<file path="src/psp_pkg.sv">
// Package for the parameter-set loader and service port.
// Assumes a single 10 MHz core clock shared by every user of the package.
package psp_pkg;
	// Timing
	localparam int CLK_HZ   = 10_000_000;
	localparam int BAUD     = 9600;
	localparam int BIT_CYC  = (CLK_HZ + BAUD / 2) / BAUD;
	localparam int DEB_US   = 200;
	localparam int DEB_CYC  = (DEB_US * (CLK_HZ / 1_000_000));
	localparam int TEST_US  = 100;
	localparam int TEST_CYC = (TEST_US * (CLK_HZ / 1_000_000));
	// Parameter set layout: words 0..6 data, word 7 checksum
	localparam int SET_WORDS = 8;
	localparam int W_IN_FUNC = 0;
	localparam int W_OUT_FUNC = 1;
	localparam logic [7:0] FN_IN_ZERO  = 8'h00;
	localparam logic [7:0] FN_OUT_ERR  = 8'h00;
	localparam logic [7:0] FN_OUT_RDY  = 8'h01;
	localparam logic [7:0] DEF_SCALE   = 8'h01;
	// Service framing characters
	localparam logic [7:0] CH_STX = 8'h02;
	localparam logic [7:0] CH_CR  = 8'h0d;
	localparam logic [7:0] CH_LF  = 8'h0a;
	localparam logic [3:0] FRAME_LAST = 4'ha;
	// Register byte offsets
	localparam logic [7:0] OFS_CTRL     = 8'h00;
	localparam logic [7:0] OFS_STATUS   = 8'h04;
	localparam logic [7:0] OFS_IRQ_STAT = 8'h08;
	localparam logic [7:0] OFS_IRQ_MASK = 8'h0c;
	localparam logic [7:0] OFS_SET_BASE = 8'h20;
	// Control command bits
	localparam int C_FACTORY = 0;
	localparam int C_PRESET  = 1;
	localparam int C_SWRESET = 2;
	localparam int C_STORE   = 3;
	localparam int C_SEND    = 4;
	// Interrupt bits
	localparam int IRQ_W       = 5;
	localparam int I_LOADED    = 0;
	localparam int I_DEFAULTS  = 1;
	localparam int I_FRAME_OK  = 2;
	localparam int I_FRAME_BAD = 3;
	localparam int I_TX_DONE   = 4;

	typedef logic [SET_WORDS-1:0][7:0] psp_set_t;

	typedef struct packed {
		logic        read;
		logic        write;
		logic [7:0]  address;
		logic [31:0] writedata;
	} psp_avs_req_s;

	typedef struct packed {
		logic ready;
		logic busy;
		logic service;
		logic nv_valid;
		logic defaults;
		logic tx_busy;
	} psp_status_s;

	function automatic logic [7:0] psp_csum(input psp_set_t s);
		logic [7:0] a;
		a = 8'h00;
		for (int i = 0; i < SET_WORDS - 1; i++) begin
			a = a + s[i];
		end
		return ~a;
	endfunction

	function automatic logic psp_valid(input psp_set_t s);
		return s[SET_WORDS-1] == psp_csum(s);
	endfunction

	function automatic psp_set_t psp_defaults();
		psp_set_t s;
		s = '0;
		s[W_IN_FUNC] = FN_IN_ZERO;
		s[W_OUT_FUNC] = FN_OUT_ERR;
		s[2] = DEF_SCALE;
		s[SET_WORDS-1] = psp_csum(s);
		return s;
	endfunction
endpackage

</file>
<file path="src/psp_top.sv">
// Parameter-set manager, service UART and switching I/O of the sensor.
// Assumes core_clk at 10 MHz; strap, switch and serial pins are asynchronous.
// Notes on behaviour
// Three sets kept: ROM defaults, nonvolatile current set, working copy.
// A set is loaded only after its checksum is found valid.
// Defaults load on first start, factory command, or bad current set.
// Current set loads at power-up and after a software reset.
// Parameter-reset command overwrites the current set with defaults.
// Current set changes only from a valid host frame, valid store or parameter-reset command.
// Service link runs 9600 baud, 8 data bits, no parity, 1 stop.
// Service frames start with STX and end with CR then LF.
// Service mode only while the service strap is held low.
// Flow control by request-to-send only; clear-to-send is ignored.
// Zero input by default resets the reported position to zero.
// Error output open normally, closed on a positioning error.
// Input and output functions chosen by set words, defaults zero/error.
// Self-test runs after power-up; ready indicator lights afterwards.
// Strap and switch input are synchronised and debounced before use.
`timescale 1ns/1ps
`default_nettype none
module psp_top (
	input  wire logic                 core_clk,
	input  wire logic                 reset_n,
	input  wire psp_pkg::psp_avs_req_s avs_req,
	output logic [31:0]               avs_readdata,
	output logic                      avs_waitrequest,
	output logic                      irq,
	input  wire logic                 service_sel_n,
	input  wire logic                 position_zero_input,
	input  wire logic [23:0]          position_in,
	input  wire logic                 position_error,
	output logic [23:0]               position_out,
	output logic                      position_error_output,
	output logic                      ready_led,
	input  wire logic                 svc_rxd,
	output logic                      svc_txd,
	output logic                      svc_rts
);
	typedef enum logic [4:0] {
		LD_TEST  = 5'b00001,
		LD_LOAD  = 5'b00010,
		LD_IDLE  = 5'b00100,
		LD_FRAME = 5'b01000,
		LD_STORE = 5'b10000
	} psp_ld_e;
	typedef enum logic [3:0] {
		RX_IDLE  = 4'b0001,
		RX_START = 4'b0010,
		RX_DATA  = 4'b0100,
		RX_STOP  = 4'b1000
	} psp_rx_e;

	localparam psp_pkg::psp_set_t ROM_SET = psp_pkg::psp_defaults();

	// Input synchronisers: first stage read only by the second
	logic [2:0] s1_q, s2_q;
	always_ff @(posedge core_clk) begin
		s1_q <= {svc_rxd, position_zero_input, service_sel_n};
		s2_q <= s1_q;
	end

	// Debounce of strap and switch input
	logic [1:0]  deb_q, deb_d;
	logic [11:0] dcnt_q [2];
	logic [11:0] dcnt_d [2];
	logic        zero_prev_q;
	for (genvar g = 0; g < 2; g++) begin : g_deb
		always_comb begin
			dcnt_d[g] = 12'h000;
			deb_d[g] = deb_q[g];
			if (s2_q[g] != deb_q[g]) begin
				dcnt_d[g] = dcnt_q[g] + 12'h001;
				if (dcnt_q[g] == 12'(psp_pkg::DEB_CYC - 1)) begin
					deb_d[g] = s2_q[g];
					dcnt_d[g] = 12'h000;
				end
			end
		end
		always_ff @(posedge core_clk) begin
			if (!reset_n) begin
				deb_q[g] <= (g == 0) ? 1'b1 : 1'b0;
				dcnt_q[g] <= 12'h000;
			end else begin
				deb_q[g] <= deb_d[g];
				dcnt_q[g] <= dcnt_d[g];
			end
		end
	end
	wire logic service_mode = !deb_q[0];

	// Receiver state
	psp_rx_e    rx_st_q, rx_st_d;
	logic [10:0] rx_cnt_q, rx_cnt_d;
	logic [2:0] rx_bit_q, rx_bit_d;
	logic [7:0] rx_sh_q, rx_sh_d;
	logic       rx_strobe;
	// Frame and set state
	psp_ld_e    ld_q, ld_d;
	psp_pkg::psp_set_t work_q, work_d, nv_q, nv_d, stage_q, stage_d;
	logic [9:0] tcnt_q, tcnt_d;
	logic [3:0] fidx_q, fidx_d;
	logic       infr_q, infr_d, cr_q, cr_d;
	logic       rdy_q, rdy_d, dflt_q, dflt_d;
	logic [psp_pkg::IRQ_W-1:0] ist_q, ist_d, imask_q, imask_d, iev;
	// Transmitter
	logic [9:0] tx_sh_q, tx_sh_d;
	logic [3:0] tx_bits_q, tx_bits_d, tx_idx_q, tx_idx_d;
	logic [10:0] tx_cnt_q, tx_cnt_d;
	logic       tx_fr_q, tx_fr_d;
	// Bus
	logic        wait_q, wait_d;
	logic [31:0] rd_q, rd_d;
	logic        acc, wr;
	logic [4:0]  cmd;
	logic [23:0] ofs_q, ofs_d, pos_q, pos_d;
	logic        err_q, err_d;
	logic        zero_d;

	// UART receive, 8N1, sampled mid-bit
	always_comb begin
		rx_st_d = rx_st_q;
		rx_cnt_d = rx_cnt_q + 11'h001;
		rx_bit_d = rx_bit_q;
		rx_sh_d = rx_sh_q;
		rx_strobe = 1'b0;
		case (rx_st_q)
			RX_IDLE: begin
				rx_cnt_d = 11'h000;
				if (!s2_q[2] && service_mode) begin
					rx_st_d = RX_START;
				end
			end
			RX_START: begin
				if (rx_cnt_q == 11'(psp_pkg::BIT_CYC / 2)) begin
					rx_cnt_d = 11'h000;
					rx_bit_d = 3'h0;
					rx_st_d = s2_q[2] ? RX_IDLE : RX_DATA;
				end
			end
			RX_DATA: begin
				if (rx_cnt_q == 11'(psp_pkg::BIT_CYC - 1)) begin
					rx_cnt_d = 11'h000;
					rx_sh_d = {s2_q[2], rx_sh_q[7:1]};
					rx_bit_d = rx_bit_q + 3'h1;
					if (rx_bit_q == 3'h7) begin
						rx_st_d = RX_STOP;
					end
				end
			end
			RX_STOP: begin
				if (rx_cnt_q == 11'(psp_pkg::BIT_CYC - 1)) begin
					rx_strobe = s2_q[2];
					rx_st_d = RX_IDLE;
				end
			end
			default: rx_st_d = RX_IDLE;
		endcase
	end
	always_ff @(posedge core_clk) begin
		if (!reset_n) begin
			rx_st_q <= RX_IDLE;
			rx_cnt_q <= 11'h000;
			rx_bit_q <= 3'h0;
			rx_sh_q <= 8'h00;
		end else begin
			rx_st_q <= rx_st_d;
			rx_cnt_q <= rx_cnt_d;
			rx_bit_q <= rx_bit_d;
			rx_sh_q <= rx_sh_d;
		end
	end

	// Bus decode helpers
	assign acc = (avs_req.read || avs_req.write) && !wait_q;
	assign wr = acc && avs_req.write;
	assign cmd = (wr && avs_req.address == psp_pkg::OFS_CTRL) ? avs_req.writedata[4:0] : 5'h00;

	// Loader, set memories, frame parser and interrupt status
	always_comb begin
		ld_d = ld_q;
		work_d = work_q;
		nv_d = nv_q;
		stage_d = stage_q;
		tcnt_d = tcnt_q;
		fidx_d = fidx_q;
		infr_d = infr_q;
		cr_d = cr_q;
		rdy_d = rdy_q;
		dflt_d = dflt_q;
		iev = '0;
		if (rx_strobe) begin
			if (rx_sh_q == psp_pkg::CH_STX) begin
				infr_d = 1'b1;
				fidx_d = 4'h0;
				cr_d = 1'b0;
			end else if (infr_q && cr_q && rx_sh_q == psp_pkg::CH_LF) begin
				infr_d = 1'b0;
				if (fidx_q == 4'(psp_pkg::SET_WORDS) && psp_pkg::psp_valid(stage_q)) begin
					ld_d = LD_FRAME;
				end else begin
					iev[psp_pkg::I_FRAME_BAD] = 1'b1;
				end
			end else if (infr_q) begin
				cr_d = (rx_sh_q == psp_pkg::CH_CR);
				if (rx_sh_q != psp_pkg::CH_CR && fidx_q < 4'(psp_pkg::SET_WORDS)) begin
					stage_d[fidx_q[2:0]] = rx_sh_q;
					fidx_d = fidx_q + 4'h1;
				end
			end
		end
		case (ld_q)
			LD_TEST: begin
				tcnt_d = tcnt_q + 10'h001;
				if (tcnt_q == 10'(psp_pkg::TEST_CYC - 1) && psp_pkg::psp_valid(ROM_SET)) begin
					ld_d = LD_LOAD;
				end
			end
			LD_LOAD: begin
				if (psp_pkg::psp_valid(nv_q)) begin
					work_d = nv_q;
					dflt_d = 1'b0;
				end else begin
					work_d = ROM_SET;
					dflt_d = 1'b1;
					iev[psp_pkg::I_DEFAULTS] = 1'b1;
				end
				iev[psp_pkg::I_LOADED] = 1'b1;
				rdy_d = 1'b1;
				ld_d = LD_IDLE;
			end
			LD_FRAME: begin
				nv_d = stage_q;
				work_d = stage_q;
				dflt_d = 1'b0;
				iev[psp_pkg::I_FRAME_OK] = 1'b1;
				ld_d = LD_IDLE;
			end
			LD_STORE: begin
				if (psp_pkg::psp_valid(work_q)) begin
					nv_d = work_q;
				end
				ld_d = LD_IDLE;
			end
			default: begin
				if (cmd[psp_pkg::C_FACTORY]) begin
					work_d = ROM_SET;
					dflt_d = 1'b1;
					iev[psp_pkg::I_DEFAULTS] = 1'b1;
				end else if (cmd[psp_pkg::C_PRESET]) begin
					nv_d = ROM_SET;
				end else if (cmd[psp_pkg::C_SWRESET]) begin
					ld_d = LD_LOAD;
				end else if (cmd[psp_pkg::C_STORE]) begin
					ld_d = LD_STORE;
				end else if (wr && avs_req.address[7:5] == psp_pkg::OFS_SET_BASE[7:5]) begin
					work_d[avs_req.address[4:2]] = avs_req.writedata[7:0];
				end
			end
		endcase
		if (!service_mode) begin
			infr_d = 1'b0;
		end
		if (tx_fr_q && tx_idx_q == psp_pkg::FRAME_LAST && tx_bits_q == 4'h0 && tx_cnt_q == 11'h000) begin
			iev[psp_pkg::I_TX_DONE] = 1'b1;
		end
		ist_d = ist_q;
		if (wr && avs_req.address == psp_pkg::OFS_IRQ_STAT) begin
			ist_d = ist_q & ~avs_req.writedata[psp_pkg::IRQ_W-1:0];
		end
		ist_d = ist_d | iev;
		imask_d = imask_q;
		if (wr && avs_req.address == psp_pkg::OFS_IRQ_MASK) begin
			imask_d = avs_req.writedata[psp_pkg::IRQ_W-1:0];
		end
	end
	always_ff @(posedge core_clk) begin
		if (!reset_n) begin
			ld_q <= LD_TEST;
			work_q <= '0;
			nv_q <= '0;
			stage_q <= '0;
			tcnt_q <= 10'h000;
			fidx_q <= 4'h0;
			infr_q <= 1'b0;
			cr_q <= 1'b0;
			rdy_q <= 1'b0;
			dflt_q <= 1'b0;
			ist_q <= '0;
			imask_q <= '0;
		end else begin
			ld_q <= ld_d;
			work_q <= work_d;
			nv_q <= nv_d;
			stage_q <= stage_d;
			tcnt_q <= tcnt_d;
			fidx_q <= fidx_d;
			infr_q <= infr_d;
			cr_q <= cr_d;
			rdy_q <= rdy_d;
			dflt_q <= dflt_d;
			ist_q <= ist_d;
			imask_q <= imask_d;
		end
	end

	// Transmitter: sends STX, working set, CR, LF on request
	always_comb begin
		tx_sh_d = tx_sh_q;
		tx_bits_d = tx_bits_q;
		tx_idx_d = tx_idx_q;
		tx_cnt_d = tx_cnt_q;
		tx_fr_d = tx_fr_q;
		if (tx_bits_q != 4'h0) begin
			tx_cnt_d = tx_cnt_q + 11'h001;
			if (tx_cnt_q == 11'(psp_pkg::BIT_CYC - 1)) begin
				tx_cnt_d = 11'h000;
				tx_sh_d = {1'b1, tx_sh_q[9:1]};
				tx_bits_d = tx_bits_q - 4'h1;
			end
		end else if (tx_fr_q && tx_idx_q != psp_pkg::FRAME_LAST) begin
			tx_idx_d = tx_idx_q + 4'h1;
			tx_bits_d = 4'ha;
			if (tx_idx_q < 4'(psp_pkg::SET_WORDS)) begin
				tx_sh_d = {1'b1, work_q[tx_idx_q[2:0]], 1'b0};
			end else if (tx_idx_q == 4'(psp_pkg::SET_WORDS)) begin
				tx_sh_d = {1'b1, psp_pkg::CH_CR, 1'b0};
			end else begin
				tx_sh_d = {1'b1, psp_pkg::CH_LF, 1'b0};
			end
		end else if (tx_fr_q) begin
			tx_fr_d = 1'b0;
		end else if (cmd[psp_pkg::C_SEND] && service_mode) begin
			tx_fr_d = 1'b1;
			tx_idx_d = 4'h0;
			tx_bits_d = 4'ha;
			tx_sh_d = {1'b1, psp_pkg::CH_STX, 1'b0};
		end
	end
	always_ff @(posedge core_clk) begin
		if (!reset_n) begin
			tx_sh_q <= 10'h3ff;
			tx_bits_q <= 4'h0;
			tx_idx_q <= 4'h0;
			tx_cnt_q <= 11'h000;
			tx_fr_q <= 1'b0;
		end else begin
			tx_sh_q <= tx_sh_d;
			tx_bits_q <= tx_bits_d;
			tx_idx_q <= tx_idx_d;
			tx_cnt_q <= tx_cnt_d;
			tx_fr_q <= tx_fr_d;
		end
	end

	// Avalon slave: one wait state, read data registered
	psp_pkg::psp_status_s st;
	always_comb begin
		st = '{rdy_q, ld_q != LD_IDLE, service_mode, psp_pkg::psp_valid(nv_q), dflt_q, tx_fr_q};
		wait_d = !((avs_req.read || avs_req.write) && wait_q);
		rd_d = 32'h0000_0000;
		if (avs_req.address == psp_pkg::OFS_STATUS) begin
			rd_d = {26'h0, st};
		end else if (avs_req.address == psp_pkg::OFS_IRQ_STAT) begin
			rd_d = {27'h0, ist_q};
		end else if (avs_req.address == psp_pkg::OFS_IRQ_MASK) begin
			rd_d = {27'h0, imask_q};
		end else if (avs_req.address[7:5] == psp_pkg::OFS_SET_BASE[7:5]) begin
			rd_d = {24'h0, work_q[avs_req.address[4:2]]};
		end
	end
	always_ff @(posedge core_clk) begin
		if (!reset_n) begin
			wait_q <= 1'b1;
			rd_q <= 32'h0000_0000;
		end else begin
			wait_q <= wait_d;
			rd_q <= rd_d;
		end
	end

	// Position zeroing and switching output by configured function
	always_comb begin
		ofs_d = ofs_q;
		zero_d = deb_q[1];
		if (deb_q[1] && !zero_prev_q && work_q[psp_pkg::W_IN_FUNC] == psp_pkg::FN_IN_ZERO) begin
			ofs_d = position_in;
		end
		pos_d = position_in - ofs_q;
		if (work_q[psp_pkg::W_OUT_FUNC] == psp_pkg::FN_OUT_ERR) begin
			err_d = position_error && rdy_q;
		end else if (work_q[psp_pkg::W_OUT_FUNC] == psp_pkg::FN_OUT_RDY) begin
			err_d = rdy_q;
		end else begin
			err_d = 1'b0;
		end
	end
	always_ff @(posedge core_clk) begin
		if (!reset_n) begin
			ofs_q <= 24'h000000;
			pos_q <= 24'h000000;
			err_q <= 1'b0;
			zero_prev_q <= 1'b0;
		end else begin
			ofs_q <= ofs_d;
			pos_q <= pos_d;
			err_q <= err_d;
			zero_prev_q <= zero_d;
		end
	end

	// Outputs straight from flip-flops
	logic irq_q, rts_q;
	always_ff @(posedge core_clk) begin
		if (!reset_n) begin
			irq_q <= 1'b0;
			rts_q <= 1'b0;
		end else begin
			irq_q <= |(ist_d & imask_d);
			rts_q <= service_mode && ld_d == LD_IDLE;
		end
	end
	assign avs_readdata = rd_q;
	assign avs_waitrequest = wait_q;
	assign irq = irq_q;
	assign position_out = pos_q;
	assign position_error_output = err_q;
	assign ready_led = rdy_q;
	assign svc_txd = tx_sh_q[0];
	assign svc_rts = rts_q;
endmodule // psp_top
`default_nettype wire

</file>
<file path="config.mk">
export PLATFORM = sky130hd
export DESIGN_NAME = psp_top
export DESIGN_NICKNAME = d
export VERILOG_FILES = /design/src/psp_pkg.sv /design/src/psp_top.sv
export SDC_FILE = /design/constraint.sdc
export NUM_CORES = 1
export LEC_CHECK = 0
export BUFFER_PORTS_ARGS = -buffer_cell sky130_fd_sc_hd__buf_2
export CAP_MARGIN = 20
export CORE_ASPECT_RATIO = 1.25
export CORE_MARGIN = 3
export CORE_UTILIZATION = 35
export DETAILED_ROUTE_END_ITERATION = 10
export PLACE_DENSITY_LB_ADDON = 0.1
export SLEW_MARGIN = 20
export SYNTH_ARGS = -nofsm -noshare
export SYNTH_HDL_FRONTEND = slang
export SYNTH_SLANG_ARGS = --single-unit
export TNS_END_PERCENT = 30
</file>
<file path="constraint.sdc">
create_clock -name core_clk -period 7.9 [get_ports core_clk]
set_clock_uncertainty 0.2 [all_clocks]
set_input_delay 0 -clock core_clk [delete_from_list [all_inputs] [get_ports core_clk]]
set_output_delay 0 -clock core_clk [all_outputs]
set_load 0.005 [all_outputs]
</file>
==> results.ini, run 1 <==
[outcome]
status = finished, final reports clean

[logic_synthesis]
async_flop_share_pct = 0
ys_ff_latch = 373
synth_area_leader_cell = dfxtp_1
synth.distinct_cells = 78
syn-cell-area_mm2 = 0.0216
ys.flop_type = dfxtp_1
synthTopCellsByArea = dfxtp_1, fa_1, nor2_1, mux2i_1, nand2_1
ys_seq_area_share_pct = 34.6
synth_edf_count = 0
synthCells = 2451
syn_avg_cell_area_um2 = 8.80
yosys_warnings = 0
yosys.area.top_type_share_pct = 34.6

[power]
ir_drop_uv = 131
pwr-share-comb_pct = 7.3
p_sw_mw = 1.05
p_seq_share_pct = 45.8
intPower_mw = 3.15
clockPowerShare_pct = 46.9
p_leak_nw = 9.42
switching_share_pct = 25.0
power_density_mw_per_mm2 = 170
power_mw = 4.20

[critical_path]
crit_type = reg2reg
r2r.worst_path.cells = 17
setup.worst_path.start_class = flip-flop
crit_path_max_fanout = 34
critPathArrivalTime_ns = 6.37
r2r-start = work_q[2]
rrSetupSlack_ns = 1.80
reg2reg_to = nv_q[11]
required_ns = 8.17
end_kind = flip-flop

[clock_network]
cts_tree = done
path_clk_slew_ns = 0.06
cts_root_buffer = clkbuf_16
h-tree-depth = 2
clkLatencyLatePin_ns = 0.59
cts_num_sinks = 373
cts-resized-gates = 0
cts_buffers = 44
clock_tree.buffer_depth = 3

[min_path]
hp-class = in2reg
hold_depth = 4
min_to = ofs_q[22]
holdCritStartpoint = position_in[22]

[placed_design]
dp_slack_ns = 1.75
port-buffer-count = 85
dpl.hpwl_mm = 49.3
globalplace.congestion = 0.819

[routing]
wl_mm = 66.8
vias = 17600
drt_pass1_iterations = 7
wl_per_cell_um = 19.7
ant_nets = 0
via_per_inst = 5.17
drc = 0
drt-initial-drc-count = 1014

[finish]
final_common_cell = nor2_1
final_cell_mix = nor2_1, dfxtp_1, nand2_1
drive_above_1_share_pct = 10.8
syn_to_final_growth_pct = 14.5
antenna_cells = 0
fin_nets = 2779

[sta]
hold_ws_ns = 0.0152
min_period_ns = 6.10
fmax_mhz = 164
rsz0062_at_grt = no
setup_violations = 0
finalSetupTns_ns = 0
tightest_slew_ns = 1.09
final-hold-violation-count = 0
fin_crit_sh_pct = 77.2
maxSlewHeadroom_pct = 27.1
slew_violations = 0
timing.final.ws_setup_ns = 1.80

[grt]
grt_usage_pct = 20.6
grt_max_degree = 87
grt_overflow = 0
grt_antenna_before_repair = 1
grt_pass1_wl_mm = 105
grt_pass1_vias = 17900

[floorplan]
die_y_um = 284
io_pins = 134
fp.coreArea_mm2 = 0.0609
dieArea_mm2 = 0.0647
rows = 101
die_width_um = 228
start_util_pct = 35.4

[job]
max_cap_viol_count = 0

==> flip-flops by register name (all words and copies together) (netlist names), 8 cells and up <==
register and flops:
nv_q 64, stage_q 64, work_q 64, dcnt_q 24, ofs_q 24, position_out 24
rx_cnt_q 11, tx_cnt_q 11, tcnt_q 10, tx_sh_q 9, avs_readdata 8, rx_sh_q 8
==> synthesized netlist by cell type, types with 5 or more instances <==
library cell / instances
ha_1: 66
a22oi_1: 18
a21o_1: 18
mux4_2: 32
nor3_1: 38
mux2_2: 7
nand3_1: 47
a31oi_1: 11
and3_1: 15
and2_1: 12
nand3b_1: 6
fa_1: 97
clkbuf_1: 91
or3b_2: 5
a32oi_1: 9
a221oi_1: 12
o21ai_0: 93
nand2b_1: 17
a21oi_1: 143
buf_4: 28
nor4_1: 13
buf_2: 24
nand4_1: 16
buf_1: 8
or3_1: 18
o21a_1: 7
inv_1: 167
o22ai_1: 6
o21ai_1: 8
a211oi_2: 8
mux2i_1: 97
nor2_1: 388
nor2b_1: 10
o21bai_1: 6
a311oi_1: 33
a211oi_1: 53
dfxtp_1: 373
xnor2_1: 74
nand2_1: 235
xor2_1: 57
a311oi_2: 21
nor3b_1: 5
==> worst max path at each step <==
stage | startpoint | to | slack, ns
after floorplan | work_q[2] | nv_q[10] | 2.77
after global placement | work_q[2] | nv_q[19] | 1.81
after detailed placement | work_q[2] | nv_q[11] | 1.75
after CTS | work_q[2] | nv_q[11] | 1.73
after global routing | work_q[2] | nv_q[26] | 1.47
final | work_q[2] | nv_q[11] | 1.80
==> critical path, cell delays in order, from the launching register on <==
cell	delay, ns
dfxtp_1	0.38
fa_1	0.56
inv_1	0.06
fa_1	0.50
fa_1	0.55
inv_1	0.05
fa_1	0.52
inv_1	0.06
fa_1	0.50
xor2_1	0.15
nor3_1	0.20
nand4_1	0.12
a2111o_1	0.34
nor4b_4	0.49
o211a_4	0.48
buf_4	0.44
nor2_1	0.09
a311oi_2	0.27
==> per-stage QoR <==
| stage | cell area [µm²] | utilization [%] | instances |
|---|---|---|---|
| 6_report | 24700 | 40.6 | 3401 |
| 5_1_grt | 24700 | 40.6 | 3401 |
| 4_1_cts | 24700 | 40.6 | 3401 |
| 3_5_place_dp | 22600 | 37.2 | 3254 |
| 3_3_place_gp | 22600 | 37.2 | 3253 |
| 2_1_floorplan | 21700 | - | 2474 |
==> layer usage <==
metal / track usage [%] / up-vias / part of all wire [%]
li1: - / 8530 / -
met1: 25.1 / 8513 / 41
met2: 35.8 / 423 / 49
met3: 3.09 / 120 / 4.8
met4: 9.33 / 0 / 4.9
met5: 0 / - / 0
==> power groups by stage <==
| stage | combinational [mW] | sequential [mW] | clock [mW] |
|---|---|---|---|
| finish | 0.306 | 1.93 | 1.97 |
| global route | 0.345 | 1.93 | 2.11 |
| detailed placement | 0.282 | 1.97 | 0 |
| CTS | 0.308 | 1.93 | 2.04 |
| global placement | 0.281 | 1.97 | 0 |
| floorplan | 0.192 | 1.96 | 0 |
==> kinds of logic (layout without fill, tap and decap cells) <==
family          after synthesis  after routing  synth area share, %
other cells                   1             24               0.0174
fa+ha+maj                   163            163                 12.8
buf+inv                     324            427                 6.41
xor+xnor                    135            135                 5.74
simple gates                852            852                 17.5
mux                         136            136                 8.21
compound gates              467            467                 14.7
flops                       373            373                 34.6
==> what timing repair did <==
action	CTS	global route
endpoints found under the hold margin	135	0
hold buffers	68	0
setup buffers	0	0
==> area by class of cell <==
class | count | area (µm²)
clock inverters | 13 | 103
inverters | 168 | 638
fillers | 6281 | 36200
clock buffers | 66 | 1280
well taps | 824 | 1030
repair buffers | 180 | 1320
multi-input cells | 1777 | 12900
flip-flops and latches | 373 | 7470
(Power assumes the default switching activity.)
==> run 2, diff against run 1 <==
Clock period 7.9 ns to 5.3 ns, I/O delays scaled along.
==> run 2 against run 1 <==
Against the previous run: sequential share of layout area is 1.9 points lower; non-clock buffer count is 103 higher; routed wire length is 9.3% higher; count of clock-buffer cells in the layout is 4 lower; worst setup slack worse by 1.9 ns; cell count is 3.0% higher; register-to-register slack worse by 1.9 ns; die area stayed put; fmax is 13% higher; the run now ends with negative setup slack left; sequential power is 49% higher; highest routed layer unchanged; worst hold slack better by 0.023 ns; sequential cell count stayed put.
==> results.ini, run 2 (synthesis gave the netlist of run 1 again) <==
[critical_path]
cpPeakStageDelay_ns = 0.56  ; about the same
critPathSlowestCell = fa_1
r2r.worst_path.cells = 19  ; +2
r2r-start = work_q[18]
endpoint = nv_q[50]
path_delay_family = adder cells
crit_path_start = work_q[18]
rrSetupSlack_ns = -0.11  ; -1.91 ns
crit_path_max_fanout = 12  ; -65%
end_kind = flip-flop
reg2reg_to = nv_q[50]
cp.depth = 19  ; +2
critical_path.most_common_cell = fa_1
crit_type = reg2reg
crit_chain = fa_1 > inv_2 > fa_1 > fa_1 > inv_2 > fa_1 > inv_2 > fa_1 > nor2b_1 > o21ai_1 > nand2_1 > xor2_2 > mux2i_2 > nor4b_4 > buf_4 > o211a_4 > buf_6 > buf_16 > a311oi_1
critPathArrivalTime_ns = 5.68  ; -0.69 ns
cp_num_buf_inv = 6  ; +2
required_ns = 5.57  ; -2.60 ns
setup.worst_path.start_class = flip-flop

[clock_network]
cts_buffers = 43  ; -2.3%
path_clk_slew_ns = 0.06  ; about the same
h-tree-depth = 2  ; unchanged
cts_tree = done
cts_num_sinks = 373  ; unchanged
clkLatencyLatePin_ns = 0.58  ; about the same
clock_tree.buffer_depth = 3  ; unchanged
cts_root_buffer = clkbuf_16

[power]
power_density_mw_per_mm2 = 252  ; +48%
p_leak_nw = 10.3  ; +9.2%
ir_drop_uv = 221  ; +69%

[placed_design]
dpl.hpwl_mm = 51.9  ; +5.3%
port-buffer-count = 85  ; unchanged
dp_slack_ns = -0.135  ; -1.88 ns
placed_cell_area_mm2 = 0.0232  ; +2.4%
globalplace.congestion = 0.841  ; +2.7%

[finish]
ff_latch_area_mm2 = 0.00748  ; +0.18%
antenna_cells = 0  ; unchanged
final_cell_mix = nor2_1, dfxtp_1, nand2_1
reg_top3 = nv_q: 64 flops, stage_q: 64 flops, work_q: 64 flops
syn_to_final_growth_pct = 22.6
drive_above_1_share_pct = 17.5  ; +6.7 points
fin_nets = 2882  ; +3.7%
finalInstanceArea_mm2 = 0.0265  ; +7.1%
multi_input_area_mm2 = 0.0133  ; +3.1%
final_common_cell = nor2_1
num-fill-cells = 6122  ; -2.5%

[routing]
drt_pass1_iterations = 5  ; -2
drt-initial-drc-count = 1116  ; +10%
wl_per_cell_um = 20.8  ; +6.1%
wl_mm = 73.0  ; +9.3%
via_per_inst = 5.26  ; +1.6%
vias = 18400  ; +4.7%
ant_nets = 0  ; unchanged
drc = 0  ; unchanged

[sta]
setup_violations = 53  ; +53
slew_violations = 0  ; unchanged
final-hold-violation-count = 0  ; unchanged
tightest_slew_ns = 1.23  ; +0.136 ns
fmax_mhz = 185  ; +13%
maxSlewHeadroom_pct = 18.0  ; -9.1 points
min_period_ns = 5.41  ; -0.690 ns
rsz0062_at_grt = yes
fin_crit_sh_pct = 102  ; +25 points
timing.final.ws_setup_ns = -0.107  ; -1.91 ns

[job]
max_cap_viol_count = 0  ; unchanged

[outcome]
violations = negative setup slack
status = complete, but fails checks

[min_path]
hp-class = in2reg

[grt]
grt_pass1_wl_mm = 109  ; +4.4%
grt_max_degree = 109  ; +25%
grt_overflow = 0  ; unchanged
grt_usage_pct = 21.6  ; +1.0 points
grt_antenna_before_repair = 0  ; -1
grt_pass1_vias = 18300  ; +2.7%

[floorplan]
start_util_pct = 35.4  ; unchanged
die_y_um = 284  ; unchanged
dieArea_mm2 = 0.0647  ; unchanged
fp.coreArea_mm2 = 0.0609  ; unchanged
rows = 101  ; unchanged
io_pins = 134  ; unchanged
die_width_um = 228  ; unchanged

-- run 2: cell count changes in the layout (fill, tap and decap cells not counted), sizes merged --
cell / previous run / this run
o211a: 1 / 2
dlygate4sd3: 68 / 74
clkinv: 12 / 8
clkbuf: 66 / 72
buf: 112 / 199
bufinv: 0 / 7
-- run 2: worst min path at each step --
stage / from / endpoint / cells after the start / slack, ns
after floorplan: service_sel_n / s1_q[0] / 0 / -0.17
after global placement: svc_rxd / s1_q[2] / 1 / -0.09
after detailed placement: svc_rxd / s1_q[2] / 1 / -0.09
after CTS: position_in[3] / ofs_q[3] / 4 / 0.005
after global routing: position_in[15] / ofs_q[15] / 4 / 0.04
final: position_in[22] / ofs_q[22] / 4 / 0.04
-- run 2: worst min-delay path: cells and delay by family --
kind	cells	cell delay, ns
buf+inv	2	0.65
simple gates	1	0.07
mux	1	0.06
-- run 2: layout make-up --
cell class / instances / area share (%)
Multi-Input combinational cell: 1778 / 50.1
Sequential cell: 373 / 28.3
Timing Repair Buffer: 283 / 9.37
Clock buffer: 62 / 4.87
Tap cell: 824 / 3.90
Inverter: 168 / 2.41
Clock inverter: 16 / 1.04
-- run 2: metrics by stage --
step,util [%],hold slack [ns],std cells,setup TNS (ns),power (mW)
CTS,42.1,0.00500,3473,-0.273,6.73
global placement,38.1,-0.0948,3317,-0.509,3.36
global route,43.4,0.0351,3504,-19.48,6.91
floorplan,-,-0.172,2474,0,3.21
finish,43.4,0.0379,3504,-2.12,6.66
detailed placement,38.1,-0.0946,3317,-1.00,3.36
-- run 2: repair_timing --
| action | CTS | global route |
|---|---|---|
| setup endpoints to repair | 50 | 131 |
| hold buffers | 74 | 0 |
| endpoints found under the hold margin | 215 | 0 |
| gates cloned | 2 | 12 |
| pin swaps | 6 | 89 |
| setup buffers | 2 | 20 |
| gates resized for setup | 18 | 101 |
-- run 2: power breakdown --
part | leakage [nW] | internal [mW] | switching [mW]
Combinational | 6.50 | 0.181 | 0.306
Clock | 0.774 | 2.03 | 1.27
Sequential | 3.02 | 2.84 | 0.0282
-- run 2: metal layers --
| layer | GRT usage (%) | vias up | wire (µm) |
|---|---|---|---|
| met5 | 0 | - | 0 |
| met2 | 38.4 | 514 | 36500 |
| li1 | - | 8753 | - |
| met4 | 8.78 | 0 | 3700 |
| met1 | 26.1 | 8994 | 29400 |
| met3 | 3.14 | 154 | 3410 |
==> run 3, diff against run 2 <==
Clock period 5.3 ns to 4.8 ns, I/O delays scaled along.
==> run 3 against run 2 <==
Against the previous run: worst hold slack got worse by 0.0055 ns; the flow still finishes with violations (negative setup slack); final area rose by 2.8%; sequential power rose by 10%; worst setup slack got worse by 0.46 ns; register-to-register slack got worse by 0.46 ns; clock power rose by 8.8%; via count rose by 0.91%; power rose by 9.5%; critical endpoint is now nv_q[21]; sequential cell count did not move.
==> results.ini, run 3 (synthesis gave the netlist of run 1 again) <==
[critical_path]
crit_path_max_fanout = 13  ; +1
critPathArrivalTime_ns = 5.63  ; -0.05 ns
required_ns = 5.07  ; -0.50 ns
rrSetupSlack_ns = -0.56  ; -0.46 ns
end_kind = flip-flop
crit_type = reg2reg
setup.worst_path.start_class = flip-flop
r2r.worst_path.cells = 18  ; -1
reg2reg_to = nv_q[21]
r2r-start = work_q[18]

[sta]
setup_violations = 131  ; +150%
hold_ws_ns = 0.0324  ; -0.00549 ns
final-hold-violation-count = 0  ; unchanged
tightest_slew_ns = 1.19  ; -0.0419 ns
min_period_ns = 5.36  ; -0.0448 ns
timing.final.ws_setup_ns = -0.562  ; -0.455 ns
rsz0062_at_grt = yes
slew_violations = 0  ; unchanged
fmax_mhz = 186  ; +0.83%
fin_crit_sh_pct = 112  ; +9.7 points
maxSlewHeadroom_pct = 20.8  ; +2.8 points

[finish]
syn_to_final_growth_pct = 26.0
final_common_cell = nor2_1
drive_above_1_share_pct = 19.8  ; +2.3 points
num-fill-cells = 6037  ; -1.4%
finalInstanceArea_mm2 = 0.0272  ; +2.8%
ff_latch_area_mm2 = 0.00748  ; about the same
final_cell_mix = nor2_1, dfxtp_1, nand2_1
antenna_cells = 0  ; unchanged
reg_top3 = nv_q: 64 flops, stage_q: 64 flops, work_q: 64 flops
fin_nets = 2980  ; +3.4%
multi_input_area_mm2 = 0.0132  ; -0.58%

[routing]
vias = 18600  ; +0.91%
ant_nets = 0  ; unchanged
wl_per_cell_um = 20.3  ; -2.7%
drc = 0  ; unchanged
wl_mm = 73.1  ; about the same
via_per_inst = 5.16  ; -1.9%
drt_pass1_iterations = 6  ; +1
drt-initial-drc-count = 1011  ; -9.4%

[floorplan]
rows = 101  ; unchanged
start_util_pct = 35.4  ; unchanged
die_width_um = 228  ; unchanged
fp.coreArea_mm2 = 0.0609  ; unchanged
dieArea_mm2 = 0.0647  ; unchanged
die_y_um = 284  ; unchanged
io_pins = 134  ; unchanged

[grt]
met3_usage_pct = 3.39  ; +0.25 points
grt.met1_usage_pct = 26.9  ; +0.84 points
grt_antenna_before_repair = 0  ; unchanged
busiest_layer = met2
grt_pass1_wl_mm = 112  ; +2.6%
grt_pass1_vias = 18800  ; +2.5%
grt_max_degree = 182  ; +67%
grt_usage_pct = 22.2  ; +0.64 points
grt_use_met2_pct = 39.3  ; +0.82 points
grt_overflow = 0  ; unchanged

[placed_design]
port-buffer-count = 85  ; unchanged
placed_cell_area_mm2 = 0.0240  ; +3.3%
globalplace.congestion = 0.840  ; about the same
dpl.hpwl_mm = 52.5  ; +1.1%

[outcome]
status = complete, but fails checks
violations = negative setup slack

[min_path]
hold_depth = 4  ; unchanged
hp-class = in2reg
holdCritStartpoint = position_in[16]
min_to = ofs_q[16]

[power]
ir_drop_uv = 264  ; +20%
p_sw_mw = 1.79  ; +12%
clockPowerShare_pct = 49.2  ; -0.4 points
intPower_mw = 5.50  ; +8.9%
p_seq_share_pct = 43.5  ; +0.4 points
pwr-share-comb_pct = 7.3  ; about the same
power_mw = 7.29  ; +9.5%
p_leak_nw = 10.8  ; +4.7%
power_density_mw_per_mm2 = 268  ; +6.6%
switching_share_pct = 24.5  ; +0.44 points

[clock_network]
h-tree-depth = 2  ; unchanged
cts_num_sinks = 373  ; unchanged
clock_tree.buffer_depth = 3  ; unchanged
cts_root_buffer = clkbuf_16
cts_tree = done
path_clk_slew_ns = 0.07  ; about the same
cts_buffers = 44  ; +2.3%
clkLatencyLatePin_ns = 0.59  ; about the same

[job]
max_cap_viol_count = 0  ; unchanged

## run 3: cell count changes in the layout (fill, tap and decap cells not counted), moves of 5 or more
cell | before | now
buf_4 | 88 | 180
a21oi_1 | 111 | 129
a21oi_2 | 31 | 13
buf_16 | 2 | 11
buf_6 | 14 | 6
dlygate4sd3_1 | 74 | 81
nor2_1 | 381 | 374
clkbuf_16 | 54 | 48
buf_12 | 8 | 13
nor2_2 | 4 | 9
## run 3: power by group through the flow
stage	Combinational, mW	Sequential (mW)	Clock (mW)
after CTS	0.529	3.17	3.69
after global placement	0.475	3.23	0
after floorplan	0.316	3.23	0
final	0.531	3.17	3.59
after detailed placement	0.475	3.24	0
after global routing	0.590	3.17	3.82
## run 3: per-stage QoR
step                worst slack, ns  TNS, ns  util (%)  cells
CTS                          -0.600   -50.73      44.3   3596
global route                 -0.822   -76.05      44.6   3603
detailed placement           -0.616   -67.40      39.3   3409
finish                       -0.562   -49.24      44.6   3603
floorplan                    -0.309   -27.83         -   2474
global placement             -0.627   -68.12      39.3   3409
## run 3: final cells by class
| type | instances | share of cell area (%) |
|---|---|---|
| Sequential cell | 373 | 27.5 |
| Timing Repair Buffer | 381 | 12.2 |
| Tap cell | 824 | 3.79 |
| Multi-Input combinational cell | 1777 | 48.5 |
| Inverter | 168 | 2.35 |
| Clock inverter | 16 | 0.824 |
| Clock buffer | 64 | 4.81 |
## run 3: timing repair
action / CTS / global route
hold buffers: 81 / 0
hold endpoints to repair: 202 / 0
gates cloned: 10 / 4
setup endpoints to repair: 139 / 139
buffers inserted: 16 / 3
pin swaps: 98 / 20
gates resized for setup: 77 / 27
## run 3: worst max-delay path, stage by stage (launching register included)
cell and delay, ns:
dfxtp_2 0.33, fa_1 0.56, inv_2 0.05, fa_1 0.51
fa_1 0.54, inv_1 0.05, fa_1 0.53, inv_2 0.05
fa_1 0.50, xor2_1 0.16, nor3_1 0.16, nand4_1 0.12
a2111o_1 0.33, nor4b_4 0.33, o211a_4 0.24, buf_12 0.16
buf_16 0.15, nor2_1 0.05, a311oi_2 0.23
## run 3: worst max path at each step
stage | start | endpoint | slack, ns | depth (start not counted)
after detailed placement | work_q[18] | nv_q[41] | -0.62 | 17
final | work_q[18] | nv_q[21] | -0.56 | 18
after global placement | nv_q[3] | work_q[36] | -0.63 | 19
after CTS | work_q[18] | nv_q[19] | -0.60 | 18
after floorplan | work_q[18] | nv_q[10] | -0.31 | 18
after global routing | work_q[18] | nv_q[45] | -0.82 | 18
## run 3: metal layers
layer	share of wire, %	vias up
met5	0	-
met2	50	465
met1	41	9061
met3	4.8	125
li1	-	8931
met4	4.4	0
